$ cat config.mk
export PLATFORM = sky130hd
export DESIGN_NAME = lfacc_top
export DESIGN_NICKNAME = d
export VERILOG_FILES = /design/src/rtl/lfacc_pkg.sv /design/src/rtl/lfacc_top.sv
export VERILOG_INCLUDE_DIRS = /design/src /design/src/rtl
export SDC_FILE = /design/constraint.sdc
export NUM_CORES = 1
export LEC_CHECK = 0
export BUFFER_PORTS_ARGS = -buffer_cell sky130_fd_sc_hd__buf_2
export CAP_MARGIN = 10
export CORE_MARGIN = 10
export CORE_UTILIZATION = 46
export DETAILED_ROUTE_END_ITERATION = 8
export PLACE_DENSITY = 0.8
export SETUP_SLACK_MARGIN = 0.3
export SYNTH_ARGS = -nofsm -noshare
export SYNTH_HDL_FRONTEND = slang
export SYNTH_SLANG_ARGS = --single-unit
$ cat constraint.sdc
create_clock -name clk_sys_i -period 2.7 [get_ports clk_sys_i]
set_input_delay 0.135 -clock clk_sys_i [delete_from_list [all_inputs] [get_ports clk_sys_i]]
set_output_delay 0.135 -clock clk_sys_i [all_outputs]
set_load 0.05 [all_outputs]
$ cat src/rtl/lfacc_cfg.svh
// register offsets, field positions and reset values of the loop-0 fast-acquisition/clear block
//------------------------------------------------------------------------------
// Summary of operation
// - first-only bit blocks acquisition once done
// - all qualifiers zero acts as all one
// - from-holdover bit allows acquisition on holdover exit
// - from-freerun bit allows acquisition on freerun exit
// - automute clear strobe re-arms channel automute
// - muting re-armed until unmute condition met
// - clear-done strobe resets done flag, self-clears
// - clear-history drops available flag, erases history
// - visible history holds until new average
// - autosync one-shot re-arms sync machine, self-clears
// - autosync fires once unless re-armed
// - mode 01b re-arm syncs now if analog locked
// - no-output bit allows acquisition only before sync
//------------------------------------------------------------------------------
`ifndef LFACC_CFG_SVH
`define LFACC_CFG_SVH
// apb byte addresses are four times the register index
`define LFACC_IDX_QUAL       16'h2106
`define LFACC_IDX_CLR        16'h2107
`define LFACC_ADDR_QUAL      18'h0_8418
`define LFACC_ADDR_CLR       18'h0_841C
`define LFACC_ADDR_STAT      18'h0_8420
`define LFACC_ADDR_IRQ_STAT  18'h0_8424
`define LFACC_ADDR_IRQ_MASK  18'h0_8428
`define LFACC_ADDR_MODE      18'h0_842C
// qualifier fields
`define LFACC_Q_FREERUN      0
`define LFACC_Q_HOLDOVER     1
`define LFACC_Q_FIRST        2
`define LFACC_Q_NOOUT        3
// clear strobe fields
`define LFACC_C_ONESHOT      0
`define LFACC_C_HIST         1
`define LFACC_C_DONE         3
`define LFACC_C_MUTE         4
// mode register fields
`define LFACC_M_SYNC_LO      0
`define LFACC_M_SYNC_HI      1
// event bits in irq status
`define LFACC_E_DONE         0
`define LFACC_E_HIST         1
`define LFACC_E_SYNC         2
`define LFACC_E_FAST         3
`define LFACC_RST_BYTE       8'h00
`define LFACC_SYNC_IMMEDIATE 2'h1
`endif

$ cat src/rtl/lfacc_pkg.sv
// types of the loop-0 fast-acquisition/clear block
package lfacc_pkg;
   // sync machine state
   typedef enum logic [0:0] {
      LFACC_ARMED = 1'b0,   // waiting for the chosen autosync condition
      LFACC_SPENT = 1'b1    // fired once, waits for a re-arm
   } lfacc_sync_t;

   // whole state of the block
   typedef struct packed {
      logic [3:0]  qual_reg;      // fast-acquisition qualifier bits
      logic [1:0]  sync_mode_reg; // autosync mode field
      logic [3:0]  irq_stat_reg;  // sticky events
      logic [3:0]  irq_mask_reg;  // interrupt enables
      logic        done_reg;      // fast acquisition done flag
      logic        hist_av_reg;   // history available flag
      logic        mute_reg;      // outputs held muted
      logic        synced_reg;    // some output has received a sync
      lfacc_sync_t sync_st_reg;   // autosync state
      logic        sync_pulse_reg;// output sync strobe
      logic        hist_clr_reg;  // history erase strobe
      logic [31:0] prdata_reg;    // read data
      logic [2:0]  hold_s1_reg;   // holdover-active pin synchroniser
      logic [2:0]  free_s1_reg;   // freerun-active pin synchroniser
      logic [2:0]  lock_s1_reg;   // analog lock pin synchroniser
      logic        hold_reg;      // filtered holdover level
      logic        free_reg;      // filtered freerun level
      logic        lock_reg;      // filtered analog lock level
   } lfacc_state_t;
endpackage

$ cat src/rtl/lfacc_top.sv
// loop-0 fast-acquisition qualifiers, clear strobes and autosync re-arm with apb access
//
// Design decision made here: the APB interface to the registers.
`timescale 1ns/1ps
`include "lfacc_cfg.svh"
module lfacc_top (
   input  wire logic        clk_sys_i,          // system clock, 10 MHz
   input  wire logic        rst_i,              // synchronous reset, active high
   input  wire logic        psel_i,             // apb select
   input  wire logic        penable_i,          // apb access phase
   input  wire logic        pwrite_i,           // apb direction
   input  wire logic [17:0] paddr_i,            // apb byte address
   input  wire logic [31:0] pwdata_i,           // apb write data
   output logic             pready_o,           // apb ready
   output logic [31:0]      prdata_o,           // apb read data
   output logic             pslverr_o,          // apb error on unmapped address
   input  wire logic        holdover_active_i,  // digital_loop_zero in holdover (async pin)
   input  wire logic        freerun_active_i,   // digital_loop_zero in freerun (async pin)
   input  wire logic        analog_loop_zero_lock_i, // analog loop lock (async pin)
   input  wire logic        fast_acq_complete_i,// fast acquisition sequence finished
   input  wire logic        unmute_cond_i,      // selected auto-unmute condition met
   input  wire logic        autosync_cond_i,    // selected autosync condition met
   input  wire logic        history_avg_ready_i,// new tuning-word average computed
   output logic             fast_acq_start_o,   // start a loop-0 fast acquisition
   output logic             fast_acq_allow_o,   // fast acquisition currently permitted
   output logic             fast_acq_done_o,    // fast acquisition done flag
   output logic             history_avail_o,    // history available flag
   output logic             history_erase_o,    // erase internal history values
   output logic             outputs_muted_o,    // channel outputs held muted
   output logic             output_sync_o,      // output sync strobe
   output logic             irq_o               // level interrupt
);
   //---------------------------------------------------------------------------
   // state and decode
   //---------------------------------------------------------------------------
   lfacc_pkg::lfacc_state_t s_reg;   // registered state
   lfacc_pkg::lfacc_state_t s_next;  // next state
   logic       wr_en;                // write takes effect this edge
   logic       rd_en;                // read data taken this edge
   logic       hit;                  // address maps to a register
   logic [3:0] q_eff;                // effective qualifiers
   logic       hold_exit;            // holdover left
   logic       free_exit;            // freerun left
   logic       sync_fire;            // sync event this cycle
   logic [3:0] events;               // event set this cycle

   // true for every address of the register map
   function automatic logic addr_hit(input logic [17:0] a);
      addr_hit = (a == `LFACC_ADDR_QUAL) || (a == `LFACC_ADDR_CLR) ||
                 (a == `LFACC_ADDR_STAT) || (a == `LFACC_ADDR_IRQ_STAT) ||
                 (a == `LFACC_ADDR_IRQ_MASK) || (a == `LFACC_ADDR_MODE);
   endfunction

   // agreed level from the last two stages of a three-stage synchroniser
   // the third stage costs a cycle of lag but filters a single-cycle glitch
   function automatic logic filt(input logic [2:0] sh, input logic prev);
      filt = (sh[1] == sh[2]) ? sh[2] : prev;
   endfunction

   assign hit   = addr_hit(paddr_i);
   assign wr_en = psel_i && penable_i && pwrite_i;
   // read data is loaded in the setup cycle, so it already stands
   // at the access edge where the master takes it
   assign rd_en = psel_i && !penable_i && !pwrite_i;

   //---------------------------------------------------------------------------
   // fast acquisition qualification
   //---------------------------------------------------------------------------
   // all-zero qualifiers enable every mode
   assign q_eff     = (s_reg.qual_reg == 4'h0) ? 4'hF : s_reg.qual_reg;
   assign hold_exit = s_reg.hold_reg && !filt(s_reg.hold_s1_reg, s_reg.hold_reg);
   assign free_exit = s_reg.free_reg && !filt(s_reg.free_s1_reg, s_reg.free_reg);
   // permission: once-only and before-sync gating
   assign fast_acq_allow_o = !(q_eff[`LFACC_Q_FIRST] && s_reg.done_reg) &&
                             !(q_eff[`LFACC_Q_NOOUT] && s_reg.synced_reg);
   // start on the enabled mode exits
   assign fast_acq_start_o = fast_acq_allow_o &&
                             ((hold_exit && q_eff[`LFACC_Q_HOLDOVER]) ||
                              (free_exit && q_eff[`LFACC_Q_FREERUN]));

   //---------------------------------------------------------------------------
   // next state
   //---------------------------------------------------------------------------
   always_comb begin
      logic [7:0] wb;   // written low byte
      logic       rearm;// one-shot written this edge
      wb        = pwdata_i[7:0];
      rearm     = 1'b0;
      s_next    = s_reg;
      sync_fire = 1'b0;
      // pin synchronisers, first stage feeds only the second
      s_next.hold_s1_reg = {s_reg.hold_s1_reg[1:0], holdover_active_i};
      s_next.free_s1_reg = {s_reg.free_s1_reg[1:0], freerun_active_i};
      s_next.lock_s1_reg = {s_reg.lock_s1_reg[1:0], analog_loop_zero_lock_i};
      s_next.hold_reg    = filt(s_reg.hold_s1_reg, s_reg.hold_reg);
      s_next.free_reg    = filt(s_reg.free_s1_reg, s_reg.free_reg);
      s_next.lock_reg    = filt(s_reg.lock_s1_reg, s_reg.lock_reg);
      s_next.hist_clr_reg   = 1'b0;
      s_next.sync_pulse_reg = 1'b0;
      // completion sets the sticky done flag
      if (fast_acq_complete_i) begin
         s_next.done_reg = 1'b1;
      end
      // new average marks history available; visible word left alone till then
      if (history_avg_ready_i) begin
         s_next.hist_av_reg = 1'b1;
      end
      // unmute once the chosen condition holds
      if (unmute_cond_i) begin
         s_next.mute_reg = 1'b0;
      end
      // register writes; clear strobes are not stored, so they read back zero
      // only the low byte of the write data carries fields
      if (wr_en) begin
         unique case (paddr_i)
            `LFACC_ADDR_QUAL: s_next.qual_reg = wb[3:0];
            `LFACC_ADDR_MODE: s_next.sync_mode_reg = wb[1:0];
            `LFACC_ADDR_IRQ_MASK: s_next.irq_mask_reg = wb[3:0];
            `LFACC_ADDR_IRQ_STAT: s_next.irq_stat_reg = s_reg.irq_stat_reg & ~wb[3:0];
            `LFACC_ADDR_CLR: begin
               // completion in the same cycle wins over the clear
               if (wb[`LFACC_C_DONE] && !fast_acq_complete_i) begin
                  s_next.done_reg = 1'b0;
               end
               if (wb[`LFACC_C_HIST]) begin
                  // a new average in the same cycle wins over the clear
                  if (!history_avg_ready_i) begin
                     s_next.hist_av_reg = 1'b0;
                  end
                  s_next.hist_clr_reg = 1'b1;
               end
               if (wb[`LFACC_C_MUTE]) begin
                  // mute re-armed until the unmute condition recurs
                  s_next.mute_reg = !unmute_cond_i;
               end
               rearm = wb[`LFACC_C_ONESHOT];
            end
            default: ;
         endcase
      end
      // autosync machine
      unique case (s_reg.sync_st_reg)
         lfacc_pkg::LFACC_ARMED: begin
            if (autosync_cond_i) begin
               sync_fire = 1'b1;
            end
         end
         lfacc_pkg::LFACC_SPENT: begin
            if (rearm) begin
               s_next.sync_st_reg = lfacc_pkg::LFACC_ARMED;
            end
         end
      endcase
      // immediate sync on re-arm in mode 01b while locked
      if (rearm && s_reg.sync_mode_reg == `LFACC_SYNC_IMMEDIATE && s_reg.lock_reg) begin
         sync_fire = 1'b1;
      end
      if (sync_fire) begin
         s_next.sync_pulse_reg = 1'b1;
         s_next.synced_reg     = 1'b1;
         s_next.sync_st_reg    = lfacc_pkg::LFACC_SPENT;
      end
      // sticky events, set wins over a write-one clear
      // events gathered here so the status update sees this cycle's sync
      events = {fast_acq_start_o, sync_fire, history_avg_ready_i, fast_acq_complete_i};
      s_next.irq_stat_reg = s_next.irq_stat_reg | events;
      // read data
      if (rd_en) begin
         s_next.prdata_reg = 32'h0000_0000;
         unique case (paddr_i)
            `LFACC_ADDR_QUAL: s_next.prdata_reg[3:0] = s_reg.qual_reg;
            `LFACC_ADDR_MODE: s_next.prdata_reg[1:0] = s_reg.sync_mode_reg;
            `LFACC_ADDR_IRQ_MASK: s_next.prdata_reg[3:0] = s_reg.irq_mask_reg;
            `LFACC_ADDR_IRQ_STAT: s_next.prdata_reg[3:0] = s_reg.irq_stat_reg;
            `LFACC_ADDR_STAT: s_next.prdata_reg[5:0] = {
               s_reg.sync_st_reg == lfacc_pkg::LFACC_ARMED,
               s_reg.synced_reg, s_reg.lock_reg, s_reg.mute_reg, s_reg.hist_av_reg,
               s_reg.done_reg};
            default: ;
         endcase
      end
   end


   //---------------------------------------------------------------------------
   // state register
   //---------------------------------------------------------------------------
   // one register for the whole state; reset is synchronous
   always_ff @(posedge clk_sys_i) begin
      if (rst_i) begin
         s_reg          <= '0;
         s_reg.mute_reg <= 1'b1; // outputs start muted until unmute condition
      end else begin
         s_reg <= s_next;
      end
   end

   // outputs: handshake and interrupt are combinational, data from flops
   // pready never waits, so every access completes in one access cycle
   assign pready_o        = 1'b1;
   assign pslverr_o       = psel_i && penable_i && !hit;
   assign prdata_o        = s_reg.prdata_reg;
   assign fast_acq_done_o = s_reg.done_reg;
   assign history_avail_o = s_reg.hist_av_reg;
   assign history_erase_o = s_reg.hist_clr_reg;
   assign outputs_muted_o = s_reg.mute_reg;
   assign output_sync_o   = s_reg.sync_pulse_reg;
   assign irq_o           = |(s_reg.irq_stat_reg & s_reg.irq_mask_reg);

   //---------------------------------------------------------------------------
   // assertions
   //---------------------------------------------------------------------------
   a_first_blocks: assert property (@(posedge clk_sys_i) disable iff (rst_i)
      (s_reg.qual_reg == 4'h4 && s_reg.done_reg) |-> !fast_acq_allow_o)
      else $error("first-only did not block acquisition");
   a_zero_enables: assert property (@(posedge clk_sys_i) disable iff (rst_i)
      (s_reg.qual_reg == 4'h0 && !s_reg.done_reg && !s_reg.synced_reg && hold_exit)
      |-> fast_acq_start_o)
      else $error("all-zero qualifiers not treated as all enabled");
   a_hold_gate: assert property (@(posedge clk_sys_i) disable iff (rst_i)
      (s_reg.qual_reg == 4'h1 && hold_exit && !free_exit) |-> !fast_acq_start_o)
      else $error("holdover exit started while disabled");
   a_free_gate: assert property (@(posedge clk_sys_i) disable iff (rst_i)
      (s_reg.qual_reg == 4'h2 && free_exit && !hold_exit) |-> !fast_acq_start_o)
      else $error("freerun exit started while disabled");
   a_mute_clear: assert property (@(posedge clk_sys_i) disable iff (rst_i)
      (wr_en && paddr_i == `LFACC_ADDR_CLR && pwdata_i[4] && !unmute_cond_i)
      |=> outputs_muted_o)
      else $error("automute clear did not re-arm muting");
   a_done_clear: assert property (@(posedge clk_sys_i) disable iff (rst_i)
      (wr_en && paddr_i == `LFACC_ADDR_CLR && pwdata_i[3] && !fast_acq_complete_i)
      |=> !fast_acq_done_o)
      else $error("done flag not cleared");
   a_hist_clear: assert property (@(posedge clk_sys_i) disable iff (rst_i)
      (wr_en && paddr_i == `LFACC_ADDR_CLR && pwdata_i[1] && !history_avg_ready_i)
      |=> (!history_avail_o && history_erase_o))
      else $error("history clear ignored");
   a_sync_once: assert property (@(posedge clk_sys_i) disable iff (rst_i)
      output_sync_o && !(wr_en && paddr_i == `LFACC_ADDR_CLR && pwdata_i[0])
      |=> !output_sync_o)
      else $error("autosync fired twice without re-arm");
   a_noout_gate: assert property (@(posedge clk_sys_i) disable iff (rst_i)
      (s_reg.qual_reg[3] && s_reg.synced_reg) |-> !fast_acq_start_o)
      else $error("acquisition after outputs synced");
   c_start: cover property (@(posedge clk_sys_i) fast_acq_start_o);
   c_sync: cover property (@(posedge clk_sys_i) output_sync_o);
   c_irq: cover property (@(posedge clk_sys_i) irq_o);
   c_erase: cover property (@(posedge clk_sys_i) history_erase_o);
   c_sync_now: cover property (@(posedge clk_sys_i)
      output_sync_o && s_reg.sync_mode_reg == `LFACC_SYNC_IMMEDIATE);

   //---------------------------------------------------------------------------
   // sticky flags and strobes
   //---------------------------------------------------------------------------
   a_done_sets: assert property (@(posedge clk_sys_i) disable iff (rst_i)
      fast_acq_complete_i
      |=> fast_acq_done_o)
      else $error("completion did not set the done flag");
   a_done_sticky: assert property (@(posedge clk_sys_i) disable iff (rst_i)
      (fast_acq_done_o && !(wr_en && paddr_i == `LFACC_ADDR_CLR && pwdata_i[3]))
      |=> fast_acq_done_o)
      else $error("done flag dropped without a clear");
   a_hist_sets: assert property (@(posedge clk_sys_i) disable iff (rst_i)
      history_avg_ready_i
      |=> history_avail_o)
      else $error("new average did not mark history available");
   a_hist_sticky: assert property (@(posedge clk_sys_i) disable iff (rst_i)
      (history_avail_o && !(wr_en && paddr_i == `LFACC_ADDR_CLR && pwdata_i[1]))
      |=> history_avail_o)
      else $error("history flag dropped without a clear");
   a_erase_once: assert property (@(posedge clk_sys_i) disable iff (rst_i)
      history_erase_o
      |=> !history_erase_o)
      else $error("history erase strobe longer than one cycle");
   a_irq_sets: assert property (@(posedge clk_sys_i) disable iff (rst_i)
      fast_acq_complete_i
      |=> s_reg.irq_stat_reg[`LFACC_E_DONE])
      else $error("completion event not recorded");

   //---------------------------------------------------------------------------
   // autosync, muting, qualifiers and read data
   //---------------------------------------------------------------------------
   a_rearm_arms: assert property (@(posedge clk_sys_i) disable iff (rst_i)
      (wr_en && paddr_i == `LFACC_ADDR_CLR && pwdata_i[0])
      |=> (s_reg.sync_st_reg == lfacc_pkg::LFACC_ARMED || output_sync_o))
      else $error("one-shot write did not re-arm autosync");
   a_sync_now: assert property (@(posedge clk_sys_i) disable iff (rst_i)
      (wr_en && paddr_i == `LFACC_ADDR_CLR && pwdata_i[0] && s_reg.lock_reg &&
       s_reg.sync_mode_reg == `LFACC_SYNC_IMMEDIATE)
      |=> output_sync_o)
      else $error("re-arm in immediate mode did not sync");
   a_unmute_cond: assert property (@(posedge clk_sys_i) disable iff (rst_i)
      unmute_cond_i
      |=> !outputs_muted_o)
      else $error("outputs stayed muted after unmute condition");
   a_hold_enabled: assert property (@(posedge clk_sys_i) disable iff (rst_i)
      (s_reg.qual_reg == 4'h2 && hold_exit && fast_acq_allow_o)
      |-> fast_acq_start_o)
      else $error("holdover exit did not start acquisition");
   a_free_enabled: assert property (@(posedge clk_sys_i) disable iff (rst_i)
      (s_reg.qual_reg == 4'h1 && free_exit && fast_acq_allow_o)
      |-> fast_acq_start_o)
      else $error("freerun exit did not start acquisition");
   a_clr_reads_zero: assert property (@(posedge clk_sys_i) disable iff (rst_i)
      (psel_i && !penable_i && !pwrite_i && paddr_i == `LFACC_ADDR_CLR)
      |=> (prdata_o == 32'h0000_0000))
      else $error("clear strobes did not read back zero");
   a_unmapped_zero: assert property (@(posedge clk_sys_i) disable iff (rst_i)
      (psel_i && !penable_i && !pwrite_i && !hit)
      |=> (prdata_o == 32'h0000_0000))
      else $error("unmapped read returned nonzero data");
endmodule

Word level (Yosys, flattened, before mapping)
Index checks and enable logic that the tools add are counted.
Operators by class
  eq/ne operators: 10
  muxes and demuxes: 26
  bitwise operators: 7
  reductions and logical operators: 37
Operator list (count)
  $eq 18x16->1 const B: 6
  $mux 1: 17
  $logic_and 1x1->1: 16
  $mux 4: 3
  $mux 11: 1
  $pmux 2 s5: 1
  $logic_not 1->1: 9
  $and 4x4->4: 2
  $pmux 2 s4: 1
  $logic_or 1x1->1: 6
  $reduce_and 2->1: 3
  $logic_not 4->1: 1
  $mux 2: 2
  $not 4->4: 1
  $or 4x4->4: 1
  $reduce_or 4->1: 1
  $eq 1x1->1: 3
  $mux 3: 1
  $not 1->1: 3
  $reduce_or 3->1: 1
  $eq 2x1->1 const B: 1
Word-level totals
  flip-flop bits (word level): 39
  input port bits: 62
  output and inout port bits: 42
  word-level logic and storage cells: 98

Logic depth before layout (Yosys ltp)
  depth in word-level cells: 8
  gate-level depth with buffers: 6
  depth with buffers taken out: 4

Worst setup path after synthesis
No wires, ideal clock.
  path kind: input-to-reg
  start point: in paddr_i[7]
  end point: reg s_reg[46] (netlist bit)
  setup time: 86 ps
  data arrival time: 2008 ps
  required time: 2614 ps
  setup slack: 606 ps
  cell stages on the path: 6
  path buffers: 2
  path through: or4_1 clkbuf_2 or4_1 buf_2 or3_1 a221oi_2
Between the ends
  word-level cells in the longest chain between the ends: 7
  elaborated cells between the ends (all ways): 9
  those cells by class: eq/ne: 1; mux: 6; reduce/logical: 2
Ends and longest elaborated chain
  start, declared: RTL line lfacc_top.sv:12  | input wire logic [17:0] paddr_i,
  $eq 18x16->1 *: RTL line lfacc_top.sv:115  | unique case (paddr_i)
  $mux 1 *: RTL line lfacc_top.sv:115
  $mux 1 *: RTL line lfacc_top.sv:114  | if (wr_en) begin
  $logic_and 1x1->1 (no line)
  $logic_and 1x1->1: RTL line lfacc_top.sv:155  | if (rearm && s_reg.sync_mode_reg == `LFACC_SYNC_IMMEDIATE && s_reg.lock_reg) begin
  $mux 1: RTL line lfacc_top.sv:155
  $mux 2 *: RTL line lfacc_top.sv:158  | if (sync_fire) begin
  end signal, assigned: RTL line lfacc_top.sv:194  | s_reg <= s_next;
  end, declared: RTL line lfacc_top.sv:36  | lfacc_pkg::lfacc_state_t s_reg;
Mark *: on every way between the ends. The rest lies on a longest branch, timed or not.
A chain may end at the register's enable or synchronous reset.

Final worst setup path
  start point: in paddr_i[7]
  end point: out pslverr_o
Between the ends
  word-level cells in the longest chain between the ends: 8
  elaborated cells between the ends (all ways): 13
  those cells by class: eq/ne: 6; reduce/logical: 7
Ends and longest elaborated chain
  $eq 18x16->1
  $logic_or 1x1->1 (4 in a row): RTL line lfacc_top.sv:49  | addr_hit = (a == `LFACC_ADDR_QUAL) || (a == `LFACC_ADDR_CLR) ||
  $logic_or 1x1->1 *: RTL line lfacc_top.sv:49
  $logic_not 1->1 *: RTL line lfacc_top.sv:201  | assign pslverr_o = psel_i && penable_i && !hit;
  $logic_and 1x1->1 *: RTL line lfacc_top.sv:201
  end, declared: RTL line lfacc_top.sv:16  | output logic pslverr_o,
Marked as above.

==> impl_results.md <==
* Rows at 24
* CTS buffer count at 5
* CTS Hold Buffers Added at 0
* CTS tree: yes
* Worst-path clk slew at 70 ps
* Worst stage delay on the critical path at 770 ps
* # setup viols final at 0
* Max reg flops at 22
* WP data arrival at 2100 ps
* Worst skew pair latency at 300 ps
* CP Launch Type: input pin
* Mapped Cells at 252
* Top FF cell, synth: dfxtp_1
* # clock sinks at 39
* Post-place instance area at 2232 µm²
* Synth Area in Adders at 0%
* Register area share after synthesis at 37.50%
* Outcome: finished, final reports clean
* Final period utilization at 82.66%
* Hold Crit Class: input pin to flip-flop
* IO buf count at 49
* Clock root cell: clkbuf_8
* Register area at 780.7 µm²
* Setup CP Type: input pin to output pin
* Core outline area at 4354 µm²
* GP Congestion at 0.8844
* EDFF count, synth at 0
* Crit-path cells: buf_2 -> or4_1 -> or4_2 -> o211a_1 -> buf_2
* Die height at 87.28 µm
* Multi-input logic area at 1077 µm²
* Most frequent cells in the layout: buf_2 (49), dfxtp_1 (39), conb_1 (27), a21oi_1 (22), o21ai_0 (20)
* Vias in the first global route at 1876
* First-pass DRT Iterations at 4
* Synth Cell Area at 2082 µm²
* Post-synth cell types at 43
* Die width at 87.28 µm
* PD cells at 524.6 nW/µm²
* Worst Skew at 6.636 ps
* CP delay by family, top: simple AND/OR/NAND/NOR gates
* Seq cells post-synth at 39
* Fin nets at 355
* Initial antenna violation count at 0
* Mux share of post-synthesis cell area at 1.923%
* CTS HTree Levels at 2
* Routed len/inst at 16.15 µm
* Endpoints failing hold at 0
* Worst slew pin tran at 734.8 ps
* Slew Viols, Final at 0
* Starting DRT DRC Count at 216
* CP max FO at 8
* Synth Area in Compound Gates at 19.95%
* Post-synth ARST share at 0%
* Setup_tns at 0 ps
* Most used cell, CP: buf_2
* Synth Area per Inst at 8.262 µm²
* VDD IR max at 0.2880 mV
* Final WL at 5.587 mm
* Worst path slowest cell: or4_2
* Minimum clock period at 2232 ps
* Maxcap violations at 0
* YS warnings at 0
* First-pass GRT wire length at 8.756 mm
* Vias/cell at 5.587
* Post-route cell area at 2317 µm²
* # IOs at 104
* CTS max path bufs at 2
* Vias at 1933
* Fmax at 0.4481 GHz
* Main combinational cell family by area after synthesis: simple AND/OR/NAND/NOR gates
* WP buf/inv at 2
* P_leak at 0.9526 nW
* Most common cell after layout, fill and taps aside: buf_2
* Slew headroom at 51.01%
* Pin count of the biggest net entering global routing at 43
* Fillers at 450
* Area growth syn-to-layout at 11.30%
* Final HPWL DP at 4.208 mm
* Post-route DRC at 0
* Diode count at 0
* XOR/XNOR Fraction of Synth Area at 0%
* Share of cells above drive strength 1 at 22.45%
* Worst path required time at 2570 ps
* GRT overflow at 0
* Post-route ant nets at 0
* DIE AREA at 7617 µm²
* Global Route Usage Sum at 14.32%
* Worst setup EP type: output pin
* Initial core utilization at 47.82%
* Postcts setup bufs at 0
* Synth Area in Simple Gates at 25.00%
* PostCTS Resize Cnt at 0
* RSZ-0062 raised after global routing: no
==> power breakdown <==
part	switching [mW]	total, mW	internal (mW)
clock	0.211	0.391	0.180
sequential	0.0121	0.604	0.591
combinational	0.172	0.221	0.0491
total	0.395	1.22	0.821
==> cells by family after synthesis <==
kind of cell           after synthesis
AO/OA/AOI/OAI                       66
AND/OR/NAND/NOR                     90
multiplexers                         4
flip-flops                          39
buffers and inverters               51
other                                2
==> synth_stat cells (7+ instances only) <==
cell	number	area, µm²
dfxtp_1	39	780.8
nor2b_1	14	87.58
buf_4	33	247.7
o21ai_0	20	100.1
a21oi_1	22	110.1
nor3_1	7	35.03
clkbuf_1	9	33.78
nor2_1	15	56.30
nand2_1	9	33.78
nand4_1	11	68.82
==> cell type report <==
cell class / instances / area share (%)
clock inverters: 2 / 0.5400
multi-input cells: 187 / 46.49
well taps: 52 / 2.808
flip-flops and latches: 39 / 33.69
inverters: 5 / 0.8099
clock buffers: 6 / 3.132
repair buffers: 55 / 12.53
==> final timing paths <==
path,startpoint,endpoint,slack (ps),cells after the start
worst max-delay path,paddr_i[7],pslverr_o,470,5
worst max register to register,s_reg[62]$_SDFFE_PP0P_,s_reg[58]$_SDFF_PP0_,1490,4
worst min-delay path,unmute_cond_i,outputs_muted_o$_SDFF_PP1_,20,2
worst min register to register,s_next[7]$_SDFF_PP0_,s_next[8]$_SDFF_PP0_,440,1
==> metal layers <==
layer,vias to the layer above,global-route usage [%],routed length (µm)
met5,-,0,0
met4,0,6.377,90
met3,5,3.839,521
met2,85,22.35,2620
met1,906,17.91,2355
li1,937,-,-
==> stage by stage <==
stage          power [mW]  worst slack [ps]  utilization [%]  hold WS (ps)  cells
2_1_floorplan      0.8122             605.8                -         237.6    277
3_5_place_dp       0.8355             461.6            51.26         334.5    338
5_1_grt             1.259             431.0            53.22         35.02    346
6_report            1.216             468.2            53.22         19.72    346
4_1_cts             1.217             495.2            53.22         23.14    346
3_3_place_gp       0.8323             472.2            51.26         326.6    338
No activity file was read; power rests on OpenSTA's default activity.
